===== src/inc/swml_regs.svh =====
`ifndef SWML_REGS_SVH
`define SWML_REGS_SVH

// ==========================================================
// Configuration byte layout
`define SWML_CFG_RESET      4'h0
`define SWML_CFG_APU_BIT    0
`define SWML_CFG_PDN_BIT    1
`define SWML_CFG_SPU_BIT    2
`define SWML_CFG_ODS_BIT    3
`define SWML_CFG_READ_HIGH  4'h0

// ==========================================================
// Command codes
`define SWML_CMD_DEV_RESET  8'hF0
`define SWML_CMD_WRITE_CFG  8'hC3
`define SWML_CMD_SET_PTR    8'hB4
`define SWML_CMD_ADJ_PORT   8'hA5
`define SWML_CMD_LINE_RST   8'hA1
`define SWML_CMD_LINE_BIT   8'hA2
`define SWML_CMD_LINE_WRB   8'hA3
`define SWML_CMD_LINE_RDB   8'hA4

// ==========================================================
// Read pointer positions and set-pointer parameters
`define SWML_PTR_CONFIG     2'h0
`define SWML_PTR_STATUS     2'h1
`define SWML_PTR_RDATA      2'h2
`define SWML_PTR_PORT       2'h3
`define SWML_PAR_CONFIG     8'h30
`define SWML_PAR_STATUS     8'h31
`define SWML_PAR_RDATA      8'h32
`define SWML_PAR_PORT       8'h33

// ==========================================================
// Fixed pullup length in a reset cycle
`define SWML_CLK_NS         20
`define SWML_FIXED_STD_NS   2500
`define SWML_FIXED_OD_NS    500
`define SWML_FIXED_STD_CYC  ((`SWML_FIXED_STD_NS + `SWML_CLK_NS - 1) / `SWML_CLK_NS)
`define SWML_FIXED_OD_CYC   ((`SWML_FIXED_OD_NS + `SWML_CLK_NS - 1) / `SWML_CLK_NS)

`endif


===== src/inc/swml_pkg.sv =====
package swml_pkg;

  typedef enum logic [2:0]
  {
    PU_IDLE   = 3'b000,
    PU_WAIT   = 3'b001,
    PU_ACTIVE = 3'b010,
    PU_FIXED  = 3'b011,
    PU_SWAIT  = 3'b100,
    PU_STRONG = 3'b101
  } swml_pu_e;

  typedef struct packed
  {
    logic       cfgApu;
    logic       cfgPdn;
    logic       cfgSpu;
    logic       cfgOds;
    logic [1:0] readPtr;
    logic [7:0] rdData;
    logic       cmdAck;
    logic       cmdNack;
    logic       lineGo;
    logic       lineAbort;
    logic       cfgWritten;
    swml_pu_e   puState;
    logic [7:0] puCount;
    logic [1:0] apuThrSync;
    logic [1:0] vihThrSync;
    logic [1:0] sleepNSync;
    logic       resistorOn;
    logic       xtorOn;
    logic       holdLow;
    logic       sleeping;
  } swml_state_s;

endpackage


===== src/swml_line_config.sv =====
`timescale 1ns/1ns
`include "swml_regs.svh"
// Contract
// - Four readable registers chosen by a pointer set by the last command.
// - Any device reset leaves configuration reading zero.
// - Configuration write accepted only if upper nibble is inverse of lower.
// - Configuration reads zero in upper nibble, settings in lower nibble.
// - Bits: speed 3, strong pullup 2, power-down 1, active pullup 0.
// - Settings combine freely; strong pullup bit self-clears when it ends.
// - Active pullup transistor on above threshold until slot end.
// - No active pullup on rising edge during short recovery.
// - Fixed pullup in reset cycle: 2.5 us standard, 0.5 us overdrive.
// - Power-down removes resistor, holds line low, refuses line traffic.
// - Sleep input low powers down; line still follows power-down bit.
// - Strong pullup engages at input-high or active threshold per setting.
// - Strong pullup ends on line command, bit cleared, or device reset.
// - Strong pullup never changes the stored active pullup bit.
// - Speed bit selects standard (0) or overdrive (1) line timing.
// - Speed zero then line reset returns everything to standard speed.
// - Device reset command clears configuration and pullup state and aborts line traffic.
// - Invalid command or parameter byte is not acknowledged.
module swml_line_config
  import swml_pkg::*;
(
  // Clock and reset
  input  wire logic       clock,
  input  wire logic       reset,
  // Command stream from the host interface
  input  wire logic       cmdValid,
  input  wire logic [7:0] cmdCode,
  input  wire logic [7:0] cmdParam,
  output logic            cmdAck,
  output logic            cmdNack,
  // Register read port
  input  wire logic       rdStrobe,
  input  wire logic [7:0] statusIn,
  input  wire logic [7:0] readDataIn,
  input  wire logic [7:0] portCfgIn,
  output logic [7:0]      rdData,
  output logic [1:0]      readPtr,
  // Line engine handshake
  input  wire logic       riseStart,
  input  wire logic       resetRiseStart,
  input  wire logic       slotEnd,
  input  wire logic       shortRecovery,
  output logic            lineGo,
  output logic            lineAbort,
  output logic            overdriveSpeedSelect,
  output logic            cfgWritten,
  // Line pins and comparators
  input  wire logic       activePullupThreshold,
  input  wire logic       inputHighThreshold,
  input  wire logic       sleepNInput,
  output logic            linePullupResistor,
  output logic            pullupTransistorOn,
  output logic            lineHoldLow,
  output logic            deviceSleep
);

  swml_state_s st_ff;
  swml_state_s nxt_st;

  // Reset value as an indexable constant
  localparam logic [3:0] cfgResetVal = `SWML_CFG_RESET;

  // ==========================================================
  // Helpers
  function automatic logic nibbleOk(input logic [7:0] b);
    nibbleOk = (b[7:4] == ~b[3:0]);
  endfunction

  function automatic logic isLineCmd(input logic [7:0] c);
    isLineCmd = (c == `SWML_CMD_LINE_RST) || (c == `SWML_CMD_LINE_BIT) ||
                (c == `SWML_CMD_LINE_WRB) || (c == `SWML_CMD_LINE_RDB);
  endfunction

  logic       apuAbove;
  logic       vihAbove;
  logic       sleepN;
  logic       strongEnd;
  logic       cmdLine;
  logic       cmdReset;
  logic [7:0] fixedLen;

  assign apuAbove = st_ff.apuThrSync[1];
  assign vihAbove = st_ff.vihThrSync[1];
  assign sleepN   = st_ff.sleepNSync[1];
  assign cmdLine  = cmdValid && isLineCmd(cmdCode);
  assign cmdReset = cmdValid && (cmdCode == `SWML_CMD_DEV_RESET);

  assign fixedLen = st_ff.cfgOds ? 8'(`SWML_FIXED_OD_CYC) : 8'(`SWML_FIXED_STD_CYC);

  // ==========================================================
  // Next state
  always_comb
  begin
    nxt_st            = st_ff;
    strongEnd         = 1'b0;
    nxt_st.cmdAck     = 1'b0;
    nxt_st.cmdNack    = 1'b0;
    nxt_st.lineGo     = 1'b0;
    nxt_st.lineAbort  = 1'b0;
    nxt_st.cfgWritten = 1'b0;

    // Pin synchronisers
    nxt_st.apuThrSync = {st_ff.apuThrSync[0], activePullupThreshold};
    nxt_st.vihThrSync = {st_ff.vihThrSync[0], inputHighThreshold};
    nxt_st.sleepNSync = {st_ff.sleepNSync[0], sleepNInput};

    // Read port
    if (rdStrobe)
    begin
      case (st_ff.readPtr)
        `SWML_PTR_CONFIG: nxt_st.rdData = {`SWML_CFG_READ_HIGH, st_ff.cfgOds,
                                           st_ff.cfgSpu, st_ff.cfgPdn, st_ff.cfgApu};
        `SWML_PTR_STATUS: nxt_st.rdData = statusIn;
        `SWML_PTR_RDATA:  nxt_st.rdData = readDataIn;
        `SWML_PTR_PORT:   nxt_st.rdData = portCfgIn;
        default:          nxt_st.rdData = 8'h00;
      endcase
    end

    // Command decode
    if (cmdValid)
    begin
      case (cmdCode)
        `SWML_CMD_WRITE_CFG:
        begin
          if (nibbleOk(cmdParam))
          begin
            nxt_st.cfgApu     = cmdParam[`SWML_CFG_APU_BIT];
            nxt_st.cfgPdn     = cmdParam[`SWML_CFG_PDN_BIT];
            nxt_st.cfgSpu     = cmdParam[`SWML_CFG_SPU_BIT];
            nxt_st.cfgOds     = cmdParam[`SWML_CFG_ODS_BIT];
            nxt_st.readPtr    = `SWML_PTR_CONFIG;
            nxt_st.cmdAck     = 1'b1;
            nxt_st.cfgWritten = 1'b1;
            if (!cmdParam[`SWML_CFG_SPU_BIT])
              strongEnd = 1'b1;
          end
          else
          begin
            nxt_st.cmdNack = 1'b1;
          end
        end
        `SWML_CMD_SET_PTR:
        begin
          nxt_st.cmdAck = 1'b1;
          case (cmdParam)
            `SWML_PAR_CONFIG: nxt_st.readPtr = `SWML_PTR_CONFIG;
            `SWML_PAR_STATUS: nxt_st.readPtr = `SWML_PTR_STATUS;
            `SWML_PAR_RDATA:  nxt_st.readPtr = `SWML_PTR_RDATA;
            `SWML_PAR_PORT:   nxt_st.readPtr = `SWML_PTR_PORT;
            default:
            begin
              nxt_st.cmdAck  = 1'b0;
              nxt_st.cmdNack = 1'b1;
            end
          endcase
        end
        `SWML_CMD_ADJ_PORT:
        begin
          nxt_st.readPtr = `SWML_PTR_PORT;
          nxt_st.cmdAck  = 1'b1;
        end
        `SWML_CMD_LINE_RST, `SWML_CMD_LINE_BIT,
        `SWML_CMD_LINE_WRB, `SWML_CMD_LINE_RDB:
        begin
          // No line traffic while powered down
          if (st_ff.cfgPdn || !sleepN)
            nxt_st.cmdNack = 1'b1;
          else
          begin
            nxt_st.cmdAck  = 1'b1;
            nxt_st.lineGo  = 1'b1;
            nxt_st.readPtr = `SWML_PTR_STATUS;
          end
        end
        `SWML_CMD_DEV_RESET:
        begin
          nxt_st.cmdAck  = 1'b1;
          nxt_st.readPtr = `SWML_PTR_STATUS;
        end
        default:
        begin
          nxt_st.cmdNack = 1'b1;
        end
      endcase
    end

    if (cmdLine && !st_ff.cfgPdn && sleepN)
      strongEnd = 1'b1;

    // ==========================================================
    // Pullup transistor control
    case (st_ff.puState)
      PU_IDLE:
      begin
        nxt_st.puCount = 8'h00;
        if (!shortRecovery)
        begin
          if (resetRiseStart && st_ff.cfgApu)
            nxt_st.puState = PU_FIXED;
          else if (riseStart && st_ff.cfgSpu)
            nxt_st.puState = PU_SWAIT;
          else if (riseStart && st_ff.cfgApu)
            nxt_st.puState = PU_WAIT;
        end
      end
      PU_WAIT:
      begin
        if (slotEnd || shortRecovery)
          nxt_st.puState = PU_IDLE;
        else if (apuAbove)
          nxt_st.puState = PU_ACTIVE;
      end
      PU_ACTIVE:
      begin
        if (slotEnd)
          nxt_st.puState = PU_IDLE;
      end
      PU_FIXED:
      begin
        nxt_st.puCount = st_ff.puCount + 8'h01;
        if (st_ff.puCount == fixedLen - 8'h01)
          nxt_st.puState = PU_IDLE;
      end
      PU_SWAIT:
      begin
        if (shortRecovery)
          nxt_st.puState = PU_IDLE;
        else if (st_ff.cfgApu ? apuAbove : vihAbove)
          nxt_st.puState = PU_STRONG;
      end
      PU_STRONG:
      begin
        nxt_st.puState = PU_STRONG;
      end
      default:
      begin
        nxt_st.puState = PU_IDLE;
      end
    endcase

    // Strong pullup end clears its bit only
    if (strongEnd && (st_ff.puState == PU_STRONG || st_ff.puState == PU_SWAIT))
    begin
      nxt_st.puState = PU_IDLE;
      if (!(cmdValid && cmdCode == `SWML_CMD_WRITE_CFG))
        nxt_st.cfgSpu = 1'b0;
    end

    if (nxt_st.cfgPdn)
      nxt_st.puState = PU_IDLE;

    if (cmdReset)
    begin
      nxt_st.cfgApu    = 1'b0;
      nxt_st.cfgPdn    = 1'b0;
      nxt_st.cfgSpu    = 1'b0;
      nxt_st.cfgOds    = 1'b0;
      nxt_st.puState   = PU_IDLE;
      nxt_st.puCount   = 8'h00;
      nxt_st.lineAbort = 1'b1;
    end

    // ==========================================================
    // Line outputs
    // Power-down bit set: resistor off, line held low
    nxt_st.resistorOn = !nxt_st.cfgPdn;
    nxt_st.holdLow    = nxt_st.cfgPdn;
    nxt_st.xtorOn     = (nxt_st.puState == PU_ACTIVE) || (nxt_st.puState == PU_FIXED) ||
                        (nxt_st.puState == PU_STRONG);
    nxt_st.sleeping   = !st_ff.sleepNSync[1];
  end

  // ==========================================================
  // State register
  always_ff @(posedge clock)
  begin
    if (reset)
    begin
      st_ff            <= '0;
      st_ff.cfgApu     <= cfgResetVal[`SWML_CFG_APU_BIT];
      st_ff.cfgPdn     <= cfgResetVal[`SWML_CFG_PDN_BIT];
      st_ff.cfgSpu     <= cfgResetVal[`SWML_CFG_SPU_BIT];
      st_ff.cfgOds     <= cfgResetVal[`SWML_CFG_ODS_BIT];
      st_ff.readPtr    <= `SWML_PTR_STATUS;
      st_ff.puState    <= PU_IDLE;
      st_ff.apuThrSync <= 2'h0;
      st_ff.vihThrSync <= 2'h0;
      st_ff.sleepNSync <= 2'h3;
      st_ff.resistorOn <= 1'b1;
    end
    else
    begin
      st_ff <= nxt_st;
    end
  end

  // ==========================================================
  // Outputs
  assign cmdAck               = st_ff.cmdAck;
  assign cmdNack              = st_ff.cmdNack;
  assign rdData               = st_ff.rdData;
  assign readPtr              = st_ff.readPtr;
  assign lineGo               = st_ff.lineGo;
  assign lineAbort            = st_ff.lineAbort;
  assign overdriveSpeedSelect = st_ff.cfgOds;
  assign cfgWritten           = st_ff.cfgWritten;
  assign linePullupResistor   = st_ff.resistorOn;
  assign pullupTransistorOn   = st_ff.xtorOn;
  assign lineHoldLow          = st_ff.holdLow;
  assign deviceSleep          = st_ff.sleeping;

endmodule


===== config.mk =====
export PLATFORM = sky130hd
export DESIGN_NAME = swml_line_config
export DESIGN_NICKNAME = d
export VERILOG_FILES = /design/src/inc/swml_pkg.sv /design/src/swml_line_config.sv
export VERILOG_INCLUDE_DIRS = /design/src /design/src/inc
export SDC_FILE = /design/constraint.sdc
export NUM_CORES = 1
export LEC_CHECK = 0
export BUFFER_PORTS_ARGS = -buffer_cell sky130_fd_sc_hd__buf_2
export CORE_UTILIZATION = 30
export CTS_CLUSTER_DIAMETER = 200
export CTS_CLUSTER_SIZE = 8
export DETAILED_ROUTE_END_ITERATION = 10
export GPL_TIMING_DRIVEN = 0
export PLACE_DENSITY = 0.59
export SETUP_SLACK_MARGIN = 0.15
export SYNTH_ARGS = -nofsm -noshare
export SYNTH_HDL_FRONTEND = slang
export SYNTH_SLANG_ARGS = --single-unit

===== constraint.sdc =====
create_clock -name clock -period 1.72 [get_ports clock]
set_input_delay 0.086 -clock clock [delete_from_list [all_inputs] [get_ports clock]]
set_output_delay 0.086 -clock clock [all_outputs]
set_load 0.01 [all_outputs]

==> results of run 1 <==
[power by group through the flow]
stage               Combinational, uW  Clock, uW  Sequential (uW)
finish                            233        599              931
global placement                  228          0              953
CTS                               234        627              931
detailed placement                231          0              954
floorplan                         125          0              953
global route                      258        665              934
[final timing paths]
path | slack [ps] | from | to
worst min-delay path | 10 | inputHighThreshold | nxt_st[7]
worst max register to register | 20 | st_ff[16] | pullupTransistorOn
worst max-delay path | 20 | st_ff[16] | pullupTransistorOn
worst min register to register | 410 | nxt_st[5] | sleepN
[critical path: stages (launching register included)]
cell and delay, ps:
sky130_fd_sc_hd__dfxtp_2 330, sky130_fd_sc_hd__or4b_4 540, sky130_fd_sc_hd__a2111oi_4 380, sky130_fd_sc_hd__o221ai_2 150, sky130_fd_sc_hd__a21oi_1 130, sky130_fd_sc_hd__nor2_1 50
[synthesized netlist by cell type, types with 2 or more instances]
cell type                   count
sky130_fd_sc_hd__or2_2          4
sky130_fd_sc_hd__nand4b_1       3
sky130_fd_sc_hd__dfxtp_1       39
sky130_fd_sc_hd__nand4_1        2
sky130_fd_sc_hd__a211oi_1       4
sky130_fd_sc_hd__nor3b_1        2
sky130_fd_sc_hd__nand3b_1       2
sky130_fd_sc_hd__nor2_1        27
sky130_fd_sc_hd__nand2b_1       3
sky130_fd_sc_hd__mux4_2         4
sky130_fd_sc_hd__clkbuf_1       8
sky130_fd_sc_hd__and3_1         2
sky130_fd_sc_hd__mux2_1         2
sky130_fd_sc_hd__buf_4         11
sky130_fd_sc_hd__ha_1           2
sky130_fd_sc_hd__nor3_1         7
sky130_fd_sc_hd__inv_1          8
sky130_fd_sc_hd__nand4bb_1      2
sky130_fd_sc_hd__nor2b_1       13
sky130_fd_sc_hd__mux2_2         6
sky130_fd_sc_hd__nand3_1        6
sky130_fd_sc_hd__xnor2_1        4
sky130_fd_sc_hd__a22oi_1        4
sky130_fd_sc_hd__o211ai_1       2
sky130_fd_sc_hd__a21oi_1       12
sky130_fd_sc_hd__mux2i_1        8
sky130_fd_sc_hd__nor4_1         3
sky130_fd_sc_hd__o21ai_0       12
sky130_fd_sc_hd__o21a_1         2
sky130_fd_sc_hd__nand2_1       15
sky130_fd_sc_hd__and4bb_2       3
sky130_fd_sc_hd__or3_1          5
[metrics by stage]
| step | util [%] | setup WS, ps |
|---|---|---|
| floorplan | - | 118 |
| global placement | 37.6 | -54.3 |
| detailed placement | 37.6 | -74.6 |
| CTS | 39.5 | -11.1 |
| global route | 39.8 | -58.6 |
| finish | 39.8 | 18.7 |
[state kept, by name (all words and copies together) (netlist names), 2 cells and up]
name	cells
readPtr	2
rdData	8
nxt_st	3
st_ff	14
[routing by layer]
layer | wire, um | global-route usage (%)
met3 | 207 | 2.89
met5 | 0 | 0
met2 | 2690 | 23.4
met4 | 42 | 4.84
met1 | 2600 | 19.7
[repair_timing]
action                     4_1_cts  5_1_grt
gates resized for setup          8        8
pin swaps                        2        2
buffers inserted                 3        1
setup endpoints to repair       14       11
hold endpoints to repair         1        0
hold buffers                     1        0
[logic make-up (layout without fill, tap and decap cells)]
family | count (synthesis) | after routing | share of synthesized area, %
simple gates | 110 | 110 | 29.5
compound gates | 49 | 49 | 15.0
flops | 39 | 39 | 34.7
buf+inv | 28 | 111 | 6.51
mux | 20 | 20 | 11.6
xor+xnor | 4 | 4 | 1.56
fa+ha+maj | 2 | 2 | 1.11
[layout make-up]
class / instances / area, um^2 / area share (%)
Clock buffer: 6 / 72.6 / 2.51
Sequential cell: 39 / 790 / 27.4
Inverter: 8 / 30.0 / 1.04
Clock inverter: 2 / 12.5 / 0.433
Tap cell: 99 / 124 / 4.29
Buffer: 20 / 121 / 4.20
Multi-Input combinational cell: 185 / 1350 / 46.6
Timing Repair Buffer: 75 / 390 / 13.5
==> impl_results.md, run 1 <==
- Synthesized net count: around 310
- Clock Skew: 9.80 ps
- Crit start category: flip-flop
- Fillers: roughly 770
- Crit path required time: 1890 ps
- Primary flip-flop cell chosen by synthesis mapping: sky130_fd_sc_hd__dfxtp_1
- Synth async-reset ratio: 0%
- Number of standard cells in the final layout excluding fillers: 434
- Number of remaining DRC errors: 0
- Leakage power of the design: 0.00120 uW
- Clock latency at the later pin of the worst-skew pair: 290 ps
- Data arrival time of the critical path: 1870 ps
- Post-route design area: 2890 um^2
- Flop pwr share: 52.8%
- Global-route wire length before repair: 8870 um
- Routed Wire Length: between 5000 and 6000 um
- Sequential element share of the synthesized area: 34.7%
- WHS Path Cells: 2
- Clock network fraction of design power: ~34%
- Largest cells by area after synthesis: sky130_fd_sc_hd__dfxtp_1 35%, sky130_fd_sc_hd__nor2_1 4.5%, sky130_fd_sc_hd__mux4_2 4.0%, sky130_fd_sc_hd__buf_4 3.7%, sky130_fd_sc_hd__nor2b_1 3.6%
- Setup repair after global routing missed its margin: yes
- TritonCTS clock tree: built
- Placed cell count: 421
- Worst hold slack after final layout: 10.1 ps
- Post-synthesis instance area: 2250 um^2
- Worst min-delay path class: primary input to flip-flop
- Slew of the pin with the lowest slew margin: 536 ps
- Number of antenna violations at the first check in global routing: 0
- Weighted congestion at the end of routability-driven global placement: 0.854
- Cell at the root of the clock tree: sky130_fd_sc_hd__clkbuf_8
- Max-cap check violation count: 0
- Total design power: around 1800 uW
- Average routed wire per standard cell: 12.8 um
- Initial Util: 31.0%
- Clk buf depth: 2
- Critical Setup Path Class: flip-flop to flip-flop
- Pin count of the biggest net entering global routing: 13
- Overflow left after global routing: 0
- Via density per instance: 4.86
- Min Clock Period, post-route: between 1500 and 2000 ps
- Number of hold violations in the final report: 0
- Diode count: 0
- Part of the cycle the worst path needs: 98.9%
- Top-area cell type share of the netlist area: 34.7%
- Via Count: 2108
- TritonCTS buffer count: 5
- Cells after synthesis: 252
- Int Pwr: approximately 1300 uW
- Count of synthesis-stage warnings from yosys: 0
- Die H: 88.5 um
- Combinational share of power: 13.2%
- Most common library cell in the layout ignoring fill and taps: sky130_fd_sc_hd__buf_2
- Post-route setup TNS: 0 ps
- Area added between synthesis and finish: 28.5%
- Unique cell type count in the Yosys netlist: 57
- Number of levels the H-tree was split into: 2
- Max Clock Freq: between 500 and 600 MHz
- Worst-path fanout max: 2
- Total power per unit cell area: 611 nW/um^2
- Port Buf Inserts: 70
- Synth Register Bits: 39
- Final Net Count: 387
- GRT Total Usage: 14.6%
- Placeable core area: 7250 um^2
- Leading cell types in the layout, fill and taps excluded: 71 x sky130_fd_sc_hd__buf_2, 34 x sky130_fd_sc_hd__dfxtp_1, 27 x sky130_fd_sc_hd__nor2_1
- DIE WIDTH: 88.5 um
- Maximum resistive drop on vdd: 0.000310 V
- Fraction of power spent switching nets: 24.7%
- Post-Synthesis Mean Instance Area: about 8.9 um^2
- Worst slew margin relative to its limit: 64.3%
- Standard-cell row count: 31
- Run status: finished, final reports clean
- CTS clk-pin slew, worst paths: roughly 80 ps
- Worst r2r path cells: 5
- Cell taking the most area after synthesis: sky130_fd_sc_hd__dfxtp_1
- Drt first-iter violations: 112
- Proportion of layout cells with a drive suffix above 1: about 39%
- Number of global-route vias before repair: about 1900
- Top-level I/O count: 71
- Number of failing setup endpoints in the final timing report: 0
- Crit. End Element: flip-flop
- First-pass detailed-route iteration total: 4
- Number of enable-type register cells in the synthesized netlist: 0
- Placed cell area: 2720 um^2
- Detailed Place HPWL: 4320 um
- Die footprint: between 7000 and 8000 um^2
- Clock sink total: 39
- Final Max Tran Viols: 0
- Net Sw Power: 435 uW
- Post-detailed-route count of antenna-violating nets: 0
No activity file was read; power rests on OpenSTA's default activity.
==> run 2: changes to the inputs <==
Settings changed: ABC_AREA from default to 1, SETUP_SLACK_MARGIN 0.15 to 0.3.
==> run 2 against run 1 <==
Effect of this change: cell count grew 20%; critical path type unchanged; sequential cell count unchanged; clock power grew 7.0%; synthesized area shrank 1.7%; largest power group unchanged.
==> impl_results.md, run 2 <==
- Run status: finished, final reports clean
- Critical Setup Path Class: flip-flop to flip-flop
- Synth Register Bits: 39 (unchanged)
- Largest cells by area after synthesis: sky130_fd_sc_hd__dfxtp_1 35%, sky130_fd_sc_hd__nand2_1 18%, sky130_fd_sc_hd__nor2_1 7.5%, sky130_fd_sc_hd__inv_1 7.3%, sky130_fd_sc_hd__nand3_1 5.4%
- Maximum resistive drop on vdd: 0.000308 V (-0.69%)
- GRT Total Usage: 15.4% (+0.79 points)
- Max Clock Freq: 748 MHz (+27%)
- Setup repair after global routing missed its margin: yes
- Clock Skew: 4.25 ps (-5.55 ps)
- Worst hold slack after final layout: 65.8 ps (+55.8 ps)
- Clock sink total: 39 (unchanged)
- Post-synthesis instance area: 2210 um^2 (-1.7%)
- Synthesized net count: 399 (+31%)
- Number of global-route vias before repair: 2078 (+10%)
- Port Buf Inserts: 68 (-2.9%)
- Crit path required time: 1910 ps (+20 ps)
- Cells after synthesis: 346 (+37%)
- Post-Synthesis Mean Instance Area: 6.38 um^2 (-28%)
- Unique cell type count in the Yosys netlist: 28 (-51%)
- Worst min-delay path class: primary input to flip-flop
- Number of enable-type register cells in the synthesized netlist: 0 (unchanged)
- Most flop-heavy register: st_ff
- CTS clk-pin slew, worst paths: 80 ps (about the same)
- Proportion of layout cells with a drive suffix above 1: 31.3% (-7.5 points)
- Total power per unit cell area: 634 nW/um^2 (+3.8%)
- Top-level I/O count: 71 (unchanged)
- Post-detailed-route count of antenna-violating nets: 0 (unchanged)
- Drt first-iter violations: 61 (-46%)
- Crit. End Element: flip-flop
- Post-route setup TNS: 0 ps (unchanged)
- Number of remaining DRC errors: 0 (unchanged)
- Leakage power of the design: 0.00146 uW (+22%)
- First-pass detailed-route iteration total: 4 (unchanged)
- Worst slew margin relative to its limit: 70.7% (+6.5 points)
- Crit path setup slack, layout: 384 ps (+365 ps)
- Min Clock Period, post-route: 1340 ps (-365 ps)
- Final Max Tran Viols: 0 (unchanged)
- Count of synthesis-stage warnings from yosys: 0 (unchanged)
- Slew of the pin with the lowest slew margin: 439 ps (-96.8 ps)
- Number of levels the H-tree was split into: 2 (unchanged)
- Worst-path fanout max: 4 (+2)
- Leading cell types in the layout, fill and taps excluded: 103 x sky130_fd_sc_hd__nand2_1, 68 x sky130_fd_sc_hd__buf_2, 43 x sky130_fd_sc_hd__nor2_1
- Number of hold violations in the final report: 0 (unchanged)
- Hold Startpoint: statusIn[3]
- Overflow left after global routing: 0 (unchanged)
- Crit start category: flip-flop
- Min-Delay Endpoint: rdData[3]
- Reg-to-reg critical path startpoint: st_ff[10]
- Part of the cycle the worst path needs: 77.7% (-21 points)
- Synth async-reset ratio: 0% (unchanged)
- Combined flip-flop and latch cell area: 790 um^2 (unchanged)
- Die footprint: 7710 um^2 (-1.7%)
- Sequential element share of the synthesized area: 35.4% (+0.61 points)
- Total design power: 1800 uW (+2.0%)
- Worst slack, placed: 300 ps (+375 ps)
- Placeable core area: 6940 um^2 (-4.3%)
- Most used standard cells in the synthesized netlist: 103 x sky130_fd_sc_hd__nand2_1, 44 x sky130_fd_sc_hd__nor2_1, 43 x sky130_fd_sc_hd__inv_1
- Initial Util: 31.8% (+0.82 points)
- Via Count: 2310 (+9.6%)
- Flop-to-flop setup slack: 380 ps (+370 ps)
- Destination of the worst register-to-register timing path: pullupTransistorOn
- Routed Wire Length: 5560 um (+0.42%)
- Data arrival time of the critical path: 1530 ps (-340 ps)
- Clock latency at the later pin of the worst-skew pair: 290 ps (about the same)
- Placed cell count: 510 (+21%)
- Most used standard cell by instance count after synthesis: sky130_fd_sc_hd__nand2_1
- Global-route wire length before repair: 9230 um (+4.1%)
- WHS Path Cells: 3 (+1)
- DIE WIDTH: 87.8 um (-0.85%)
- Flip-flop count of the largest register, all copies and words added: 14 (unchanged)
- Detailed Place HPWL: 4450 um (+3.1%)
- Fillers: 768 (+0.39%)
- Multi-input combinational cell area: 1190 um^2 (-12%)
- Number of standard cells in the final layout excluding fillers: 521 (+20%)
- Pin count of the biggest net entering global routing: 15 (+2)
- Average routed wire per standard cell: 10.7 um (-16%)
- Standard-cell row count: 30 (-3.2%)
- Cell taking the most area after synthesis: sky130_fd_sc_hd__dfxtp_1
- Cell at the root of the clock tree: sky130_fd_sc_hd__clkbuf_8
- Final Net Count: 477 (+23%)
- Via density per instance: 4.43 (-8.7%)
- Number of antenna violations at the first check in global routing: 0 (unchanged)
- Number of failing setup endpoints in the final timing report: 0 (unchanged)
- TritonCTS clock tree: built
- Most common library cell in the layout ignoring fill and taps: sky130_fd_sc_hd__nand2_1
- Startpoint of the most critical setup path: st_ff[10]
- Weighted congestion at the end of routability-driven global placement: 0.835 (-2.3%)
- Diode count: 0 (unchanged)
- Primary flip-flop cell chosen by synthesis mapping: sky130_fd_sc_hd__dfxtp_1
- Area added between synthesis and finish: 28.4% (about the same)
- TritonCTS buffer count: 5 (unchanged)
- Top-area cell type share of the netlist area: 35.4% (+0.61 points)
- Clk buf depth: 2 (unchanged)
- Number of buffers added for setup after CTS: 0 (-3)
- Worst r2r path cells: 11 (+6)
- Max-cap check violation count: 0 (unchanged)
- Die H: 87.8 um (-0.85%)
[run 2: cell count changes in the layout (fill, tap and decap cells not counted), sizes merged, moves of 6 or more]
cell   before  now
mux2i       8    0
inv         8   49
nand4       2    8
mux2        8    0
buf        87   78
nand3       6   26
nor2b      13    0
nor2       28   55
nor3        8    2
nand2      15  109
[run 2: worst max-delay path, stage by stage (launching register included)]
cell and delay [ps]:
sky130_fd_sc_hd__dfxtp_2 350, sky130_fd_sc_hd__inv_2 70, sky130_fd_sc_hd__ha_4 120, sky130_fd_sc_hd__nand3_2 70
sky130_fd_sc_hd__nor2_1 110, sky130_fd_sc_hd__nand3_1 80, sky130_fd_sc_hd__nand2_1 80, sky130_fd_sc_hd__inv_1 50
sky130_fd_sc_hd__nor2_2 110, sky130_fd_sc_hd__nor2_1 50, sky130_fd_sc_hd__nand3_1 70, sky130_fd_sc_hd__nand2_1 70
[run 2: how the worst max path moves through the flow]
stage / end / slack (ps)
6_report: pullupTransistorOn / 380
5_1_grt: pullupTransistorOn / 260
4_1_cts: pullupTransistorOn / 300
3_5_place_dp: pullupTransistorOn / 300
3_3_place_gp: pullupTransistorOn / 300
2_1_floorplan: pullupTransistorOn / 500
[run 2: kinds of logic after synthesis]
| kind of cell | Yosys count | synth area share [%] |
|---|---|---|
| flip-flops | 39 | 35.4 |
| adder cells (fa/ha/maj) | 2 | 1.13 |
| buffers and inverters | 62 | 12.2 |
| AO/OA/AOI/OAI | 37 | 9.35 |
| AND/OR/NAND/NOR | 206 | 41.9 |
[run 2: repair_timing]
item | 4_1_cts | 5_1_grt
setup endpoints to repair | 1 | 11
hold endpoints to repair | 3 | 0
gates resized for setup | 1 | 15
pin swaps | 0 | 5
hold buffers | 3 | 0
[run 2: metrics by stage]
step	utilization, %	area [um^2]
floorplan	-	2210
global placement	38.4	2670
detailed placement	38.4	2670
CTS	40.3	2800
global route	40.8	2840
finish	40.8	2840
[run 2: cell type report]
type                            count  share of cell area [%]
Sequential cell                    39                    27.8
Timing Repair Buffer               71                    13.1
Tap cell                           96                    4.24
Clock buffer                        5                    2.43
Clock inverter                      3                   0.838
Multi-Input combinational cell    245                    41.9
Buffer                             13                    3.05
Inverter                           49                    6.62
[run 2: metal layers]
metal / routed length, um / GRT usage (%) / share of wire [%] / vias to the layer above
met4: 61 / 4.47 / 1.1 / 0
met2: 2630 / 25.5 / 47 / 44
li1: - / - / - / 1229
met5: 0 / 0 / 0 / -
met3: 235 / 3.39 / 4.2 / 6
met1: 2630 / 20.0 / 47 / 1031
[run 2: power by group]
group | internal [uW] | total [uW] | switching (uW)
combinational | 106 | 224 | 118
sequential | 924 | 933 | 9.01
clock | 290 | 641 | 351
